`config.mk`:
```
export PLATFORM = sky130hd
export DESIGN_NAME = output_compare_channel
export DESIGN_NICKNAME = d
export VERILOG_FILES = /design/src/logic/cmp_pkg.sv /design/src/logic/level_sync.sv /design/src/logic/output_compare_channel.sv
export SDC_FILE = /design/constraint.sdc
export NUM_CORES = 1
export LEC_CHECK = 0
export BUFFER_PORTS_ARGS = -buffer_cell sky130_fd_sc_hd__buf_2
export CORE_UTILIZATION = 54
export CTS_CLUSTER_SIZE = 24
export DETAILED_ROUTE_END_ITERATION = 12
export PLACE_DENSITY = 0.82
export SKIP_CTS_REPAIR_TIMING = 1
export SLEW_MARGIN = 20
export SYNTH_ARGS = -nofsm -noshare
export SYNTH_HDL_FRONTEND = slang
export SYNTH_HIERARCHICAL = 1
export SYNTH_SLANG_ARGS = --single-unit
export TNS_END_PERCENT = 30
```
`constraint.sdc`:
```
create_clock -name ref_clk_i -period 4 [get_ports ref_clk_i]
set_clock_uncertainty 0.1 [all_clocks]
set_input_delay 0.8 -clock ref_clk_i [delete_from_list [all_inputs] [get_ports ref_clk_i]]
set_output_delay 0.8 -clock ref_clk_i [all_outputs]
set_load 0.1 [all_outputs]
```
`src/logic/cmp_pkg.sv`:
```
// Purpose: shared constants, types and state for the output compare channel
// Assumes: 32-bit APB register bus, one 250 MHz clock shared with the timers
// Notes: register offsets are byte addresses, one aligned word each
package cmp_pkg;
    localparam int CNT_W = 16;
    localparam int ADDR_W = 8;
    localparam int NUM_CHANNELS = 5;
    localparam int FAULT_A_LAST = 4; // last channel served by fault input a

    // register byte offsets
    localparam logic [ADDR_W-1:0] CTRL_OFS = 8'h00;
    localparam logic [ADDR_W-1:0] CMP_OFS = 8'h04;
    localparam logic [ADDR_W-1:0] SEC_OFS = 8'h08;
    localparam logic [ADDR_W-1:0] STAT_OFS = 8'h0C;
    localparam logic [ADDR_W-1:0] MASK_OFS = 8'h10;

    // control register field positions
    localparam int IDLE_BIT = 13;
    localparam int FLT_BIT = 4;
    localparam int TSEL_BIT = 3;
    localparam int MODE_LSB = 0;

    // event bits of status and mask
    localparam int EV_W = 2;
    localparam int EV_CMP = 0;
    localparam int EV_FLT = 1;

    // reset values
    localparam logic [CNT_W-1:0] CMP_RST = 16'h0000;
    localparam logic [CNT_W-1:0] SEC_RST = 16'h0000;
    localparam logic [EV_W-1:0] MASK_RST = 2'h0;

    typedef enum logic [2:0] {
        M_DIS = 3'h0,
        M_SET_HI = 3'h1,
        M_SET_LO = 3'h2,
        M_TOGGLE = 3'h3,
        M_SINGLE = 3'h4,
        M_CONT = 3'h5,
        M_PWM = 3'h6,
        M_PWM_FLT = 3'h7
    } mode_e;

    typedef enum logic [2:0] {
        PS_ARMED = 3'h1,
        PS_HIGH = 3'h2,
        PS_DONE = 3'h4
    } pulse_e;

    typedef struct packed {
        logic [CNT_W-1:0] count;
        logic period; // one-cycle pulse at the timer's period rollover
    } timer_s;

    typedef struct packed {
        logic idle_stop;
        logic tsel;
        mode_e mode;
        logic flt;
        logic [CNT_W-1:0] cmp;
        logic [CNT_W-1:0] sec;
        logic [CNT_W-1:0] duty;
        logic out;
        pulse_e pulse;
        logic match_prev;
        logic smatch_prev;
        logic dmatch_prev;
        logic [EV_W-1:0] stat;
        logic [EV_W-1:0] mask;
        logic [31:0] prdata;
    } chan_state_s;

    typedef struct packed {
        logic s1;
        logic s2;
        logic s3;
        logic level;
    } sync_state_s;
endpackage : cmp_pkg

```
`src/logic/level_sync.sv`:
```
// Purpose: bring an asynchronous pin level into the clock domain
// Assumes: the pin may change at any time relative to ref_clk_i
// Notes: the level moves only once the second and third stages agree
`timescale 1ns/1ns
module level_sync
    import cmp_pkg::*;
#(
    parameter logic RESET_LEVEL = 1'b1
) (
    input wire logic ref_clk_i,
    input wire logic resetn_i,
    input wire logic pin_i,
    output logic level_o
);
    sync_state_s q;
    sync_state_s d;

    // first stage feeds only the second; the filter looks at stages two and three
    always_comb begin
        d = q;
        d.s1 = pin_i;
        d.s2 = q.s1;
        d.s3 = q.s2;
        if (q.s2 == q.s3) begin
            d.level = q.s3;
        end
    end

    always_ff @(posedge ref_clk_i or negedge resetn_i) begin
        if (!resetn_i) begin
            q <= '{s1: RESET_LEVEL, s2: RESET_LEVEL, s3: RESET_LEVEL, level: RESET_LEVEL};
        end else begin
            q <= d;
        end
    end

    assign level_o = q.level;
endmodule : level_sync

```
`src/logic/output_compare_channel.sv`:
```
// Purpose: one output compare channel with APB registers and a level interrupt
// Assumes: timer counts and period pulses come from logic on ref_clk_i
// Notes: fault pins are active low and asynchronous; pready is always high
//
// The placing of the registers and the APB interface to the registers are this design's own decisions.
`timescale 1ns/1ns
module output_compare_channel
    import cmp_pkg::*;
#(
    parameter int CHANNEL = 1
) (
    input wire logic ref_clk_i,
    input wire logic resetn_i,
    input wire logic psel,
    input wire logic penable,
    input wire logic pwrite,
    input wire logic [ADDR_W-1:0] paddr,
    input wire logic [31:0] pwdata,
    output logic [31:0] prdata,
    output logic pready,
    output logic pslverr,
    input wire timer_s timer2_i,
    input wire timer_s timer3_i,
    input wire logic cpu_idle_i,
    input wire logic fault_input_a_n_i,
    input wire logic fault_input_b_n_i,
    output logic compare_output_pin_o,
    output logic irq_o
);
    // refuse a channel number that no fault input serves
    if (CHANNEL < 1 || CHANNEL > NUM_CHANNELS) begin : g_bad_channel
        $error("CHANNEL must lie between 1 and 5");
    end

    chan_state_s q;
    chan_state_s d;
    logic fault_pin_n;
    logic fault_level_n;
    logic acc;
    logic ctrl_wr;
    logic stat_rd;
    logic hit;
    logic halt;
    logic fault;
    timer_s tm;
    logic match;
    logic ev;
    logic sev;
    logic dev;
    logic [EV_W-1:0] events;

    // channels one to four watch input a, channel five watches input b
    assign fault_pin_n = (CHANNEL <= FAULT_A_LAST) ? fault_input_a_n_i : fault_input_b_n_i;

    level_sync #(
        .RESET_LEVEL(1'b1)
    ) u_fault_sync (
        .ref_clk_i(ref_clk_i),
        .resetn_i(resetn_i),
        .pin_i(fault_pin_n),
        .level_o(fault_level_n)
    );

    // bus decode; zero wait states so every access ends in its first access cycle
    assign acc = psel && penable;
    assign hit = (paddr == CTRL_OFS) || (paddr == CMP_OFS) || (paddr == SEC_OFS)
        || (paddr == STAT_OFS) || (paddr == MASK_OFS);
    assign ctrl_wr = acc && pwrite && (paddr == CTRL_OFS);
    assign stat_rd = acc && !pwrite && (paddr == STAT_OFS);
    assign pready = 1'b1;
    assign pslverr = acc && !hit;
    assign prdata = q.prdata;

    // halted channel freezes its output except on a mode-changing control write, and ignores compare events
    assign halt = q.idle_stop && cpu_idle_i;
    assign fault = !fault_level_n;
    assign tm = q.tsel ? timer3_i : timer2_i;
    assign match = (tm.count == q.cmp);
    // an equal count that lingers over several cycles raises one event only
    assign ev = match && !q.match_prev;
    assign sev = (tm.count == q.sec) && !q.smatch_prev;
    assign dev = (tm.count == q.duty) && !q.dmatch_prev;

    always_comb begin
        d = q;
        events = '0;
        d.match_prev = match;
        d.smatch_prev = (tm.count == q.sec);
        d.dmatch_prev = (tm.count == q.duty);

        // compare-driven output behaviour per mode
        if (!halt) begin
            unique case (q.mode)
                M_DIS: begin
                    d.out = 1'b0;
                end
                M_SET_HI: begin
                    if (ev) begin
                        d.out = 1'b1;
                        events[EV_CMP] = 1'b1;
                    end
                end
                M_SET_LO: begin
                    if (ev) begin
                        d.out = 1'b0;
                        events[EV_CMP] = 1'b1;
                    end
                end
                M_TOGGLE: begin
                    if (ev) begin
                        d.out = !q.out;
                        events[EV_CMP] = 1'b1;
                    end
                end
                M_SINGLE, M_CONT: begin
                    // rise on the primary compare, fall on the secondary
                    unique case (q.pulse)
                        PS_ARMED: begin
                            if (ev) begin
                                d.out = 1'b1;
                                d.pulse = PS_HIGH;
                            end
                        end
                        PS_HIGH: begin
                            if (sev) begin
                                d.out = 1'b0;
                                events[EV_CMP] = 1'b1;
                                d.pulse = (q.mode == M_CONT) ? PS_ARMED : PS_DONE;
                            end
                        end
                        PS_DONE: begin
                            d.out = 1'b0;
                        end
                        default: begin
                            d.out = 1'b0;
                            d.pulse = PS_DONE;
                        end
                    endcase
                end
                M_PWM, M_PWM_FLT: begin
                    // duty reloads only at the period so a write never glitches a cycle
                    if (tm.period) begin
                        d.duty = q.sec;
                        d.out = (q.sec != '0);
                    end else if (dev) begin
                        d.out = 1'b0;
                        events[EV_CMP] = 1'b1;
                    end
                    if (q.mode == M_PWM_FLT) begin
                        if (fault) begin
                            d.out = 1'b0;
                            d.flt = 1'b1;
                        end else if (tm.period) begin
                            d.flt = 1'b0;
                        end
                        // output stays low until the flag clears at a quiet period start
                        if (q.flt && !(tm.period && !fault)) begin
                            d.out = 1'b0;
                        end
                    end
                end
                default: begin
                    d.out = 1'b0;
                end
            endcase
        end

        // flag only has meaning with the fault input enabled
        if (q.mode != M_PWM_FLT) begin
            d.flt = 1'b0;
        end
        if (d.flt && !q.flt) begin
            events[EV_FLT] = 1'b1;
        end

        // register writes; the fault flag is not writable
        if (acc && pwrite) begin
            unique case (paddr)
                CTRL_OFS: begin
                    d.idle_stop = pwdata[IDLE_BIT];
                    d.tsel = pwdata[TSEL_BIT];
                    d.mode = mode_e'(pwdata[MODE_LSB+:3]);
                    if (pwdata[MODE_LSB+:3] != q.mode) begin
                        d.out = (pwdata[MODE_LSB+:3] == M_SET_LO);
                        d.pulse = PS_ARMED;
                        d.flt = 1'b0;
                    end
                end
                CMP_OFS: d.cmp = pwdata[CNT_W-1:0];
                SEC_OFS: d.sec = pwdata[CNT_W-1:0];
                MASK_OFS: d.mask = pwdata[EV_W-1:0];
                default: begin
                end
            endcase
        end

        // a read clears only the bits it returned, so an event after the setup cycle survives
        d.stat = (stat_rd ? (q.stat & ~q.prdata[EV_W-1:0]) : q.stat) | events;

        // read data is captured in the setup cycle and held through the access
        if (psel && !penable && !pwrite) begin
            unique case (paddr)
                CTRL_OFS: d.prdata = {18'h00000, q.idle_stop, 8'h00, q.flt, q.tsel, q.mode};
                CMP_OFS: d.prdata = {16'h0000, q.cmp};
                SEC_OFS: d.prdata = {16'h0000, q.sec};
                STAT_OFS: d.prdata = {30'h00000000, q.stat};
                MASK_OFS: d.prdata = {30'h00000000, q.mask};
                default: d.prdata = 32'h00000000;
            endcase
        end
    end

    always_ff @(posedge ref_clk_i or negedge resetn_i) begin
        if (!resetn_i) begin
            q <= '{idle_stop: 1'b0, tsel: 1'b0, mode: M_DIS, flt: 1'b0, cmp: CMP_RST,
                sec: SEC_RST, duty: SEC_RST, out: 1'b0, pulse: PS_ARMED, match_prev: 1'b0,
                smatch_prev: 1'b0, dmatch_prev: 1'b0, stat: '0, mask: MASK_RST,
                prdata: 32'h00000000};
        end else begin
            q <= d;
        end
    end

    assign compare_output_pin_o = q.out;
    // level interrupt while any unmasked status bit stands
    assign irq_o = |(q.stat & q.mask);

    a_idle_freeze: assert property (@(posedge ref_clk_i) disable iff (!resetn_i)
        halt && !ctrl_wr |=> $stable(q.out))
        else $error("output moved while halted in idle");

    a_flag_hw_set: assert property (@(posedge ref_clk_i) disable iff (!resetn_i)
        $rose(q.flt) |-> $past(q.mode) == M_PWM_FLT && $past(fault) && !$past(halt))
        else $error("fault flag set without a pwm fault");

    a_flag_unused: assert property (@(posedge ref_clk_i) disable iff (!resetn_i)
        q.mode != M_PWM_FLT && $past(q.mode) != M_PWM_FLT |-> !q.flt)
        else $error("fault flag set outside pwm fault mode");

    a_timer3_toggle: assert property (@(posedge ref_clk_i) disable iff (!resetn_i)
        q.tsel && !halt && q.mode == M_TOGGLE && timer3_i.count == q.cmp && !q.match_prev && !ctrl_wr
        |=> q.out != $past(q.out))
        else $error("timer 3 compare did not toggle the output");

    a_fault_stops: assert property (@(posedge ref_clk_i) disable iff (!resetn_i)
        q.mode == M_PWM_FLT && fault && !halt && !ctrl_wr |=> !q.out && q.flt)
        else $error("fault did not stop the pwm output");

    a_pwm_ignores: assert property (@(posedge ref_clk_i) disable iff (!resetn_i)
        q.mode == M_PWM && tm.period && q.sec != '0 && !halt && !ctrl_wr |=> q.out && !q.flt)
        else $error("pwm without fault input did not start its period high");

    a_cont_rearm: assert property (@(posedge ref_clk_i) disable iff (!resetn_i)
        q.mode == M_CONT && q.pulse == PS_HIGH && sev && !halt && !ctrl_wr
        |=> !q.out && q.pulse == PS_ARMED)
        else $error("continuous pulse mode did not rearm");

    a_single_done: assert property (@(posedge ref_clk_i) disable iff (!resetn_i)
        q.mode == M_SINGLE && q.pulse == PS_DONE && !ctrl_wr |=> !q.out [*2])
        else $error("single pulse mode made a second pulse");

    a_set_low_init: assert property (@(posedge ref_clk_i) disable iff (!resetn_i)
        ctrl_wr && pwdata[MODE_LSB+:3] == M_SET_LO && q.mode != M_SET_LO |=> q.out)
        else $error("set-low mode did not start high");

    a_set_high_ev: assert property (@(posedge ref_clk_i) disable iff (!resetn_i)
        q.mode == M_SET_HI && ev && !halt && !ctrl_wr |=> q.out && q.stat[EV_CMP])
        else $error("set-high compare event missed");

    a_disabled_low: assert property (@(posedge ref_clk_i) disable iff (!resetn_i)
        q.mode == M_DIS |-> !q.out)
        else $error("disabled channel drives its output");

    a_event_wins: assert property (@(posedge ref_clk_i) disable iff (!resetn_i)
        stat_rd && events[EV_CMP] |=> q.stat[EV_CMP])
        else $error("compare event lost on status read");

    // per-mode reactions to compare events, mode writes and the fault flag; event checks leave out halted cycles and control register writes
    a_toggle_event: assert property (@(posedge ref_clk_i) disable iff (!resetn_i)
        q.mode == M_TOGGLE && ev && !halt && !ctrl_wr |=> q.out != $past(q.out) && q.stat[EV_CMP])
        else $error("toggle compare event missed");

    a_set_low_ev: assert property (@(posedge ref_clk_i) disable iff (!resetn_i)
        q.mode == M_SET_LO && ev && !halt && !ctrl_wr |=> !q.out)
        else $error("set-low compare event did not force the output low");

    a_timer2_base: assert property (@(posedge ref_clk_i) disable iff (!resetn_i)
        !q.tsel && !halt && q.mode == M_TOGGLE && timer2_i.count == q.cmp && !q.match_prev && !ctrl_wr
        |=> q.out != $past(q.out))
        else $error("timer 2 compare did not toggle the output");

    a_no_match_hold: assert property (@(posedge ref_clk_i) disable iff (!resetn_i)
        q.mode == M_SET_HI && !ev && !ctrl_wr |=> $stable(q.out))
        else $error("output moved without a compare event");

    a_single_rise: assert property (@(posedge ref_clk_i) disable iff (!resetn_i)
        q.mode == M_SINGLE && q.pulse == PS_ARMED && ev && !halt && !ctrl_wr |=> q.out && q.pulse == PS_HIGH)
        else $error("single pulse did not rise on the compare");

    a_cont_init_low: assert property (@(posedge ref_clk_i) disable iff (!resetn_i)
        ctrl_wr && pwdata[MODE_LSB+:3] == M_CONT && q.mode != M_CONT |=> !q.out && q.pulse == PS_ARMED)
        else $error("continuous pulse mode did not start low");

    a_set_high_init: assert property (@(posedge ref_clk_i) disable iff (!resetn_i)
        ctrl_wr && pwdata[MODE_LSB+:3] == M_SET_HI && q.mode != M_SET_HI |=> !q.out)
        else $error("set-high mode did not start low");

    a_fault_held: assert property (@(posedge ref_clk_i) disable iff (!resetn_i)
        q.mode == M_PWM_FLT && q.flt && !tm.period && !ctrl_wr |=> q.flt)
        else $error("fault flag cleared outside a period start");

    a_pwm_duty_fall: assert property (@(posedge ref_clk_i) disable iff (!resetn_i)
        q.mode == M_PWM && !tm.period && dev && !halt && !ctrl_wr |=> !q.out)
        else $error("pwm output did not fall at the duty match");
endmodule : output_compare_channel

```
-- Yosys cells after proc, flatten, opt, wreduce, memory -nomap -nowiden
Index checks and enable logic that the tools add are counted.
- bitwise gates (word level): 5
- equality and inequality tests: 21
- reductions and logical operators: 39
- mux-type cells: 41
- operators by type and width (kind ; count):
    case mux 16 bit (5 select lines) ; 1
    == test 16 bit ; 3
    two-way mux 33 bit ; 1
    two-way mux 16 bit ; 2
    two-way mux 4 bit ; 6
    two-way mux 1 bit ; 23
    two-way mux 17 bit ; 1
    == test 8 x 4 -> 1 bit (second input constant) ; 2
    nonzero test 16 bit ; 1
    == test 3 bit (second input constant) ; 5
    logical AND 1 bit ; 14
    == test 3 x 2 -> 1 bit (second input constant) ; 4
    zero test 1 bit ; 9
    case mux 3 bit (3 select lines) ; 1
    == test 8 x 3 -> 1 bit (second input constant) ; 1
    == test 8 x 5 -> 1 bit (second input constant) ; 1
    zero test 8 bit ; 1
    AND reduction 2 bit ; 4
    == test 3 x 1 -> 1 bit (second input constant) ; 2
    two-way mux 3 bit ; 2
    case mux 1 bit (6 select lines) ; 1
    OR reduction 2 bit ; 3
    AND 2 bit ; 2
    logical OR 1 bit ; 4
    other kinds (12) ; 12
- output and inout bits: 36
- register bits: 101

-- Longest topological paths before layout
Gate-level depths: netlist of the first run.
- depth after elaboration: 13
- depth in mapped cells: 13
- depth with buffers taken out: 11

-- Hierarchy
Netlist of the first run, hierarchy kept.
- by module, submodules not included (module ; area an instance (um2) ; cells each ; times used ; sequential area each (um2)):
    output_compare_channel ; 4790.8 ; 424 ; 1 ; 2028.2
    level_sync ; 116.4 ; 5 ; 1 ; 105.1

-- Worst setup path before layout of the first run
Ideal clock, no wire load.
- path kind: input to output
- start point: input paddr[2]
- end point: output pslverr
- stages: 3
- data arrival time: 2.762 ns
- buffers on the path: 1
- path slack: 0.338 ns
- cell sequence: clkbuf_1 o21ai_0 a21oi_1
- longest elaborated chain between the ends: 7
- elaborated cells on any way between the ends: 11
- ends and longest elaborated chain (what ; RTL line ; text):
    start: declaration ; output_compare_channel.sv:17 ; input wire logic [ADDR_W-1:0] paddr,
    == test 8 x 3 -> 1 bit / zero test 8 bit (equally long branches) ; output_compare_channel.sv:66 ; assign hit = (paddr == CTRL_OFS) || (paddr == CMP_OFS) || (paddr == SEC_OFS)
    logical OR 1 bit (2 in series) ; output_compare_channel.sv:66 ;
    logical OR 1 bit ; output_compare_channel.sv:67 ; || (paddr == STAT_OFS) || (paddr == MASK_OFS);
    logical OR 1 bit (*) ; output_compare_channel.sv:67 ;
    zero test 1 bit (*) ; output_compare_channel.sv:71 ; assign pslverr = acc && !hit;
    logical AND 1 bit (*) ; output_compare_channel.sv:71 ;
    end: declaration ; output_compare_channel.sv:21 ; output logic pslverr,
Every way passes the cells marked *; elsewhere a longest branch is shown, timed or not.

==> results of run 1 <==
-- final timing paths --
kind,startpoint,to,slack [ns],depth (start not counted)
setup / recovery,q[95],compare_output_pin_o,0.76,11
hold / removal,u_fault_sync/d[2],u_fault_sync/d[1],0.26,0
setup reg to reg,q[95],compare_output_pin_o,0.76,11
hold reg to reg,u_fault_sync/d[2],u_fault_sync/d[1],0.26,0
max in group asynchronous,resetn_i,prdata[2],2.92,1
min in group asynchronous,resetn_i,q[41],0.39,1
-- logic make-up after synthesis --
logic type / after synthesis
muxes: 78
other: 2
DFF: 85
buffers and inverters: 52
AOI/OAI and AO/OA: 62
adders and majority gates: 3
and+or+nand+nor: 96
xor gates and xnor gates: 51
-- where the power goes --
| group | switching, W | internal, W |
|---|---|---|
| clock | 0.000336 | 0.000297 |
| combinational | 0.000158 | 0.0000676 |
| sequential | 0.0000122 | 0.000869 |
| total | 0.000506 | 0.00123 |
-- cell usage in the layout, fill, tap and decap left out, types with 5 or more instances in the layout --
cell type / Yosys / layout
conb_1: 2 / 17
dfstp_2: 5 / 5
nand4_1: 5 / 5
mux2_1: 47 / 47
nand2_1: 22 / 22
xor2_1: 8 / 8
nand3_1: 5 / 5
dfrtp_1: 80 / 80
clkbuf_8: 0 / 9
mux2i_2: 10 / 10
nor4_1: 16 / 16
mux2_2: 8 / 8
o21ai_0: 11 / 11
a21oi_1: 12 / 12
a22o_1: 21 / 21
xnor2_1: 43 / 43
mux2i_4: 6 / 6
buf_2: 3 / 82
mux2i_1: 7 / 7
nor2_1: 20 / 20
-- cell usage after synthesis, types with 3 or more instances --
master,n
xnor2_1,43
nor4_1,16
mux2_2,8
a21oi_1,12
mux2_1,47
nor2_1,20
nand3_1,5
or3_1,3
xor2_1,8
dfstp_2,5
dfrtp_1,80
inv_1,4
o21ai_0,11
a211oi_1,3
buf_4,34
nand4_1,5
clkbuf_1,9
mux2i_4,6
mux2i_2,10
mux2i_1,7
or4_1,3
nand2b_1,4
and2_1,3
buf_2,3
nand2_1,22
a22o_1,21
-- per-layer routing --
metal / up-vias / routed length, µm / track usage, %
met5: - / 0 / 0
met3: 16 / 807 / 5.40
met2: 168 / 5310 / 38.8
met4: 0 / 171 / 9.39
li1: 1633 / - / -
met1: 1777 / 4760 / 33.5
-- final cells by class --
type	instances	area [µm²]	area share [%]
clock buffer	9	124	2.28
clock inverter	7	80.1	1.47
inverter	4	15.0	0.276
multi-input combinational	307	2480	45.6
sequential	85	2130	39.2
tap	108	135	2.48
timing repair buffer	88	472	8.67
-- flip-flops by register name (all words and copies together) (netlist names) --
name,flops
u_fault_sync/level_o,1
u_fault_sync/d,2
q,64
compare_output_pin_o,1
prdata,16
u_fault_sync/q,1
-- worst max-delay path: stages (launching register included) --
cell and delay (ns):
dfrtp_1 0.39, buf_12 0.23, mux2i_2 0.36, xnor2_1 0.12, nor4_1 0.36, nand3_1 0.22
or3_4 0.39, ha_1 0.29, a21oi_1 0.15, a211oi_1 0.08, a211oi_1 0.26, a41oi_1 0.14
-- metrics by stage --
stage | instance area [µm²] | hold slack [ns] | power [W]
after floorplan | 4960 | 0.245 | 0.00106
after global placement | 5230 | 0.247 | 0.00112
after detailed placement | 5230 | 0.248 | 0.00112
after CTS | 5440 | 0.260 | 0.00174
after global routing | 5440 | 0.268 | 0.00180
final | 5440 | 0.259 | 0.00174
==> reports/qor.txt, run 1 <==
Outcome: finished clean
Post-Synth Simple-Gate Area: 10.6%
Main synth FF type: dfrtp_1
Synth Register Bits: 85
RSZ-0062 raised after global routing: false
Synth area leader: dfrtp_1
Syn-to-layout area delta: 10.8%
Die W: 97.3 µm
Post-synth EDFFs: 0
Global-route wire length before repair: 18200 µm
Setup Viol. Count Final: 0
Placed Instances: 592
Vias per cell: 5.91
Post-synth ARST share: 100%
Hold Path Class: reg -> reg
Final core occ: 62.1%
Nature of the critical path startpoint: flip-flop
Tcrit/Tclk final: 80.9%
N_diodes: 0
Slew Limit Fails: 0
TNS Setup: 0 ns
H-Tree Depth: 3
CTS max path bufs: 2
Vias in the first global route: 3499
# rows: 34
Final worst slack: 0.765 ns
Dpl ws: 0.601 ns
Routed WL per cell: 18.2 µm
Slew @ Worst Pin: 0.774 ns
# DRC: 0
Clk root buf: clkbuf_8
Overflow after GRT: 0
Largest net degree at the start of global routing: 86
Filler cell count: 690
Max-slew headroom: 48.3%
Non-filler cells, final: 608
Share of cells above drive strength 1: 27.8%
Clk sinks: 85
Compound-cell area share of the yosys netlist: 9.20%
Starting DRT DRC Count: 239
Final WL: 11000 µm
Max Clock Freq: 309 MHz
Critical path type: reg -> reg
Mapped Area: 4910 µm²
Core ar.: 8760 µm²
Crit path required time: 4.13 ns
Adder-Cell Fraction of Synth Area: 0.739%
Input/output buffers: 83
CTS clock-pin slew for the worst setup and hold paths: 0.09 ns
Initial antenna violation count: 0
Clock Latency Late Sink: 0.37 ns
Pwr dens: 320 nW/µm²
Largest family of logic cells by synthesized area: multiplexers
Max Cap Viol: 0
Detailed-route via count: 3594
Post-synthesis mux area share: 19.6%
Final hold vios: 0
Synth cell types: 52
Syn_area_per_cell: 11.4 µm²
First-pass DRT Iterations: 5
Post-Syn Instances: 429
Crit end category: flip-flop
Xor/xnor share of the synthesized area: 9.10%
I/O Pins: 118
CTS Buf Count: 9
Die area: 9470 µm²
Antenna viol nets, final: 0
DP HPWL: 8250 µm
Yosys warns: 6
CTS tree: done
Min cycle time layout: 3.24 ns
Synth top area share: 40.8%
Peak supply drop: 0.159 mV
Overall routing resource usage: 24.6%
# nets final: 579
Initial core utilization: 56.0%
Crit path max fanout: 19
Pleak: 2.56 nW
Final Wtd Congestion: 0.920
Critical path arrival: 3.36 ns
Largest cells by area after synthesis: dfrtp_1 (41%), mux2_1 (11%), xnor2_1 (7.7%)
Post-synthesis sequential area ratio: 43.5%
Die H: 97.3 µm
Power figures use the tool's default switching activity.
==> inputs of run 2 (changes only) <==
- CORE_UTILIZATION: 54 -> 49
- PLACE_DENSITY: 0.82 -> 0.79
- clock period: 4 -> 2.81 ns (I/O delays scaled with it)
==> run 2 against run 1 <==
Against the previous run:
- hold slack worse by 0.16 ns
- via count up 2.9%
- clock power is 42% higher
- global-route usage fell by 0.57 points
- final cell count increased by 9.7%
- the flow now finishes with violations (setup timing)
- cell area increased by 7.3%
- first-iteration DRC count is 18% lower
- setup slack got worse by 1.0 ns
- sequential cell count did not move
==> reports/qor.txt, run 2 (synthesis results as in run 1) <==
Peak supply drop: 0.215 mV
Input/output buffers: 83
Max reg flops: 64
Max-slew headroom: 58.2%
CTS clock-pin slew for the worst setup and hold paths: 0.09 ns
Crit end category: flip-flop
Die W: 102 µm
Vias per cell: 5.54
Min cycle time layout: 3.08 ns
Clk sinks: 85
I/O Pins: 118
Syn-to-layout area delta: 18.9%
Core ar.: 9730 µm²
Critical-path cell list: buf_12, buf_4, mux2i_4, xnor2_1, nor4_1, nand3_1, or3_4, ha_4, a21oi_2, a211oi_2, a211oi_2, a41oi_1
Pleak: 2.75 nW
Critical path type: reg -> reg
Filler cell count: 815
Cell with the most instances on the worst path: a211oi_2
CP max stage cell: or3_4
# rows: 36
Slew Limit Fails: 0
Crit path required time: 2.98 ns
H-Tree Depth: 3
Crit path max fanout: 6
Die area: 10400 µm²
CTS tree: done
Vias in the first global route: 3616
Crit path max-delay family: simple AND/OR/NAND/NOR gates
Buf/Inv on CP: 2
TNS Setup: -0.266 ns
RSZ-0062 raised after global routing: true
CP peak stage delay: 0.45 ns
N_diodes: 0
Nature of the critical path startpoint: flip-flop
Max Cap Viol: 0
Critical path arrival: 3.25 ns
Antenna viol nets, final: 0
Global-route wire length before repair: 18500 µm
Clock Latency Late Sink: 0.36 ns
Final worst slack: -0.266 ns
Most frequent cells in the layout: buf_2 (82), dfrtp_1 (80), mux2_1 (47)
Clk root buf: clkbuf_8
Failing checks: setup timing
Max Clock Freq: 325 MHz
Final core occ: 60.0%
First-pass DRT Iterations: 4
Detailed-route via count: 3698
Final Wtd Congestion: 0.917
Largest net degree at the start of global routing: 46
Hold Path Class: in -> async
Share of cells above drive strength 1: 34.3%
Die H: 102 µm
CTS Buf Count: 9
Largest reg by FF count: q
Routed WL per cell: 17.9 µm
# DRC: 0
Final hold vios: 0
# nets final: 613
DP HPWL: 9060 µm
Slew @ Worst Pin: 0.609 ns
Starting DRT DRC Count: 195
Overflow after GRT: 0
Outcome: finished with violations
Pwr dens: 430 nW/µm²
Overall routing resource usage: 24.1%
Leading cell type in the layout, fill and taps excluded: buf_2
Initial core utilization: 50.4%
Initial antenna violation count: 0
Final WL: 12000 µm
Dpl ws: -0.293 ns
Tcrit/Tclk final: 109%
CTS max path bufs: 2
Setup Viol. Count Final: 1
run 2: layout make-up:
type                            instances  area (µm²)  area share [%]
Sequential cell                        85        2130            36.6
Clock buffer                            9         124            2.12
Inverter                                4        15.0           0.257
Clock inverter                          7        81.3            1.39
Multi-Input combinational cell        307        2540            43.6
Tap cell                              133         166            2.85
Timing Repair Buffer                  122         773            13.3
run 2: metal layers:
metal	up-vias	global-route usage [%]	part of all wire (%)
li1	1695	-	-
met1	1840	32.8	45
met2	135	38.3	49
met3	28	3.15	4.3
met4	0	11.2	2.6
met5	-	0	0
run 2: metrics by stage:
stage,total power (W),cells,area [µm²],hold slack (ns)
final,0.00251,667,5830,0.0984
after global routing,0.00260,667,5830,0.142
after CTS,0.00252,663,5750,0.109
after detailed placement,0.00163,647,5540,0.247
after global placement,0.00162,647,5540,0.247
after floorplan,0.00151,444,4970,0.166
run 2: power breakdown:
part | switching (W) | leakage, nW | internal, W | total [W]
Combinational | 0.000233 | 1.48 | 0.000118 | 0.000351
Clock | 0.000474 | 0.107 | 0.000427 | 0.000900
Sequential | 0.0000182 | 1.16 | 0.00124 | 0.00126
run 2: path summary, 6_finish.rpt:
| path | from | end | slack, ns | depth (start not counted) |
|---|---|---|---|---|
| setup reg to reg | q[95] | compare_output_pin_o | -0.27 | 12 |
| min in group ref_clk_i | fault_input_a_n_i | u_fault_sync/d[2] | 0.20 | 1 |
| hold reg to reg | u_fault_sync/d[2] | u_fault_sync/d[1] | 0.26 | 0 |
| hold / removal | resetn_i | q[37] | 0.1 | 1 |
| max in group asynchronous | resetn_i | prdata[11] | 1.88 | 2 |
| setup / recovery | q[95] | compare_output_pin_o | -0.27 | 12 |
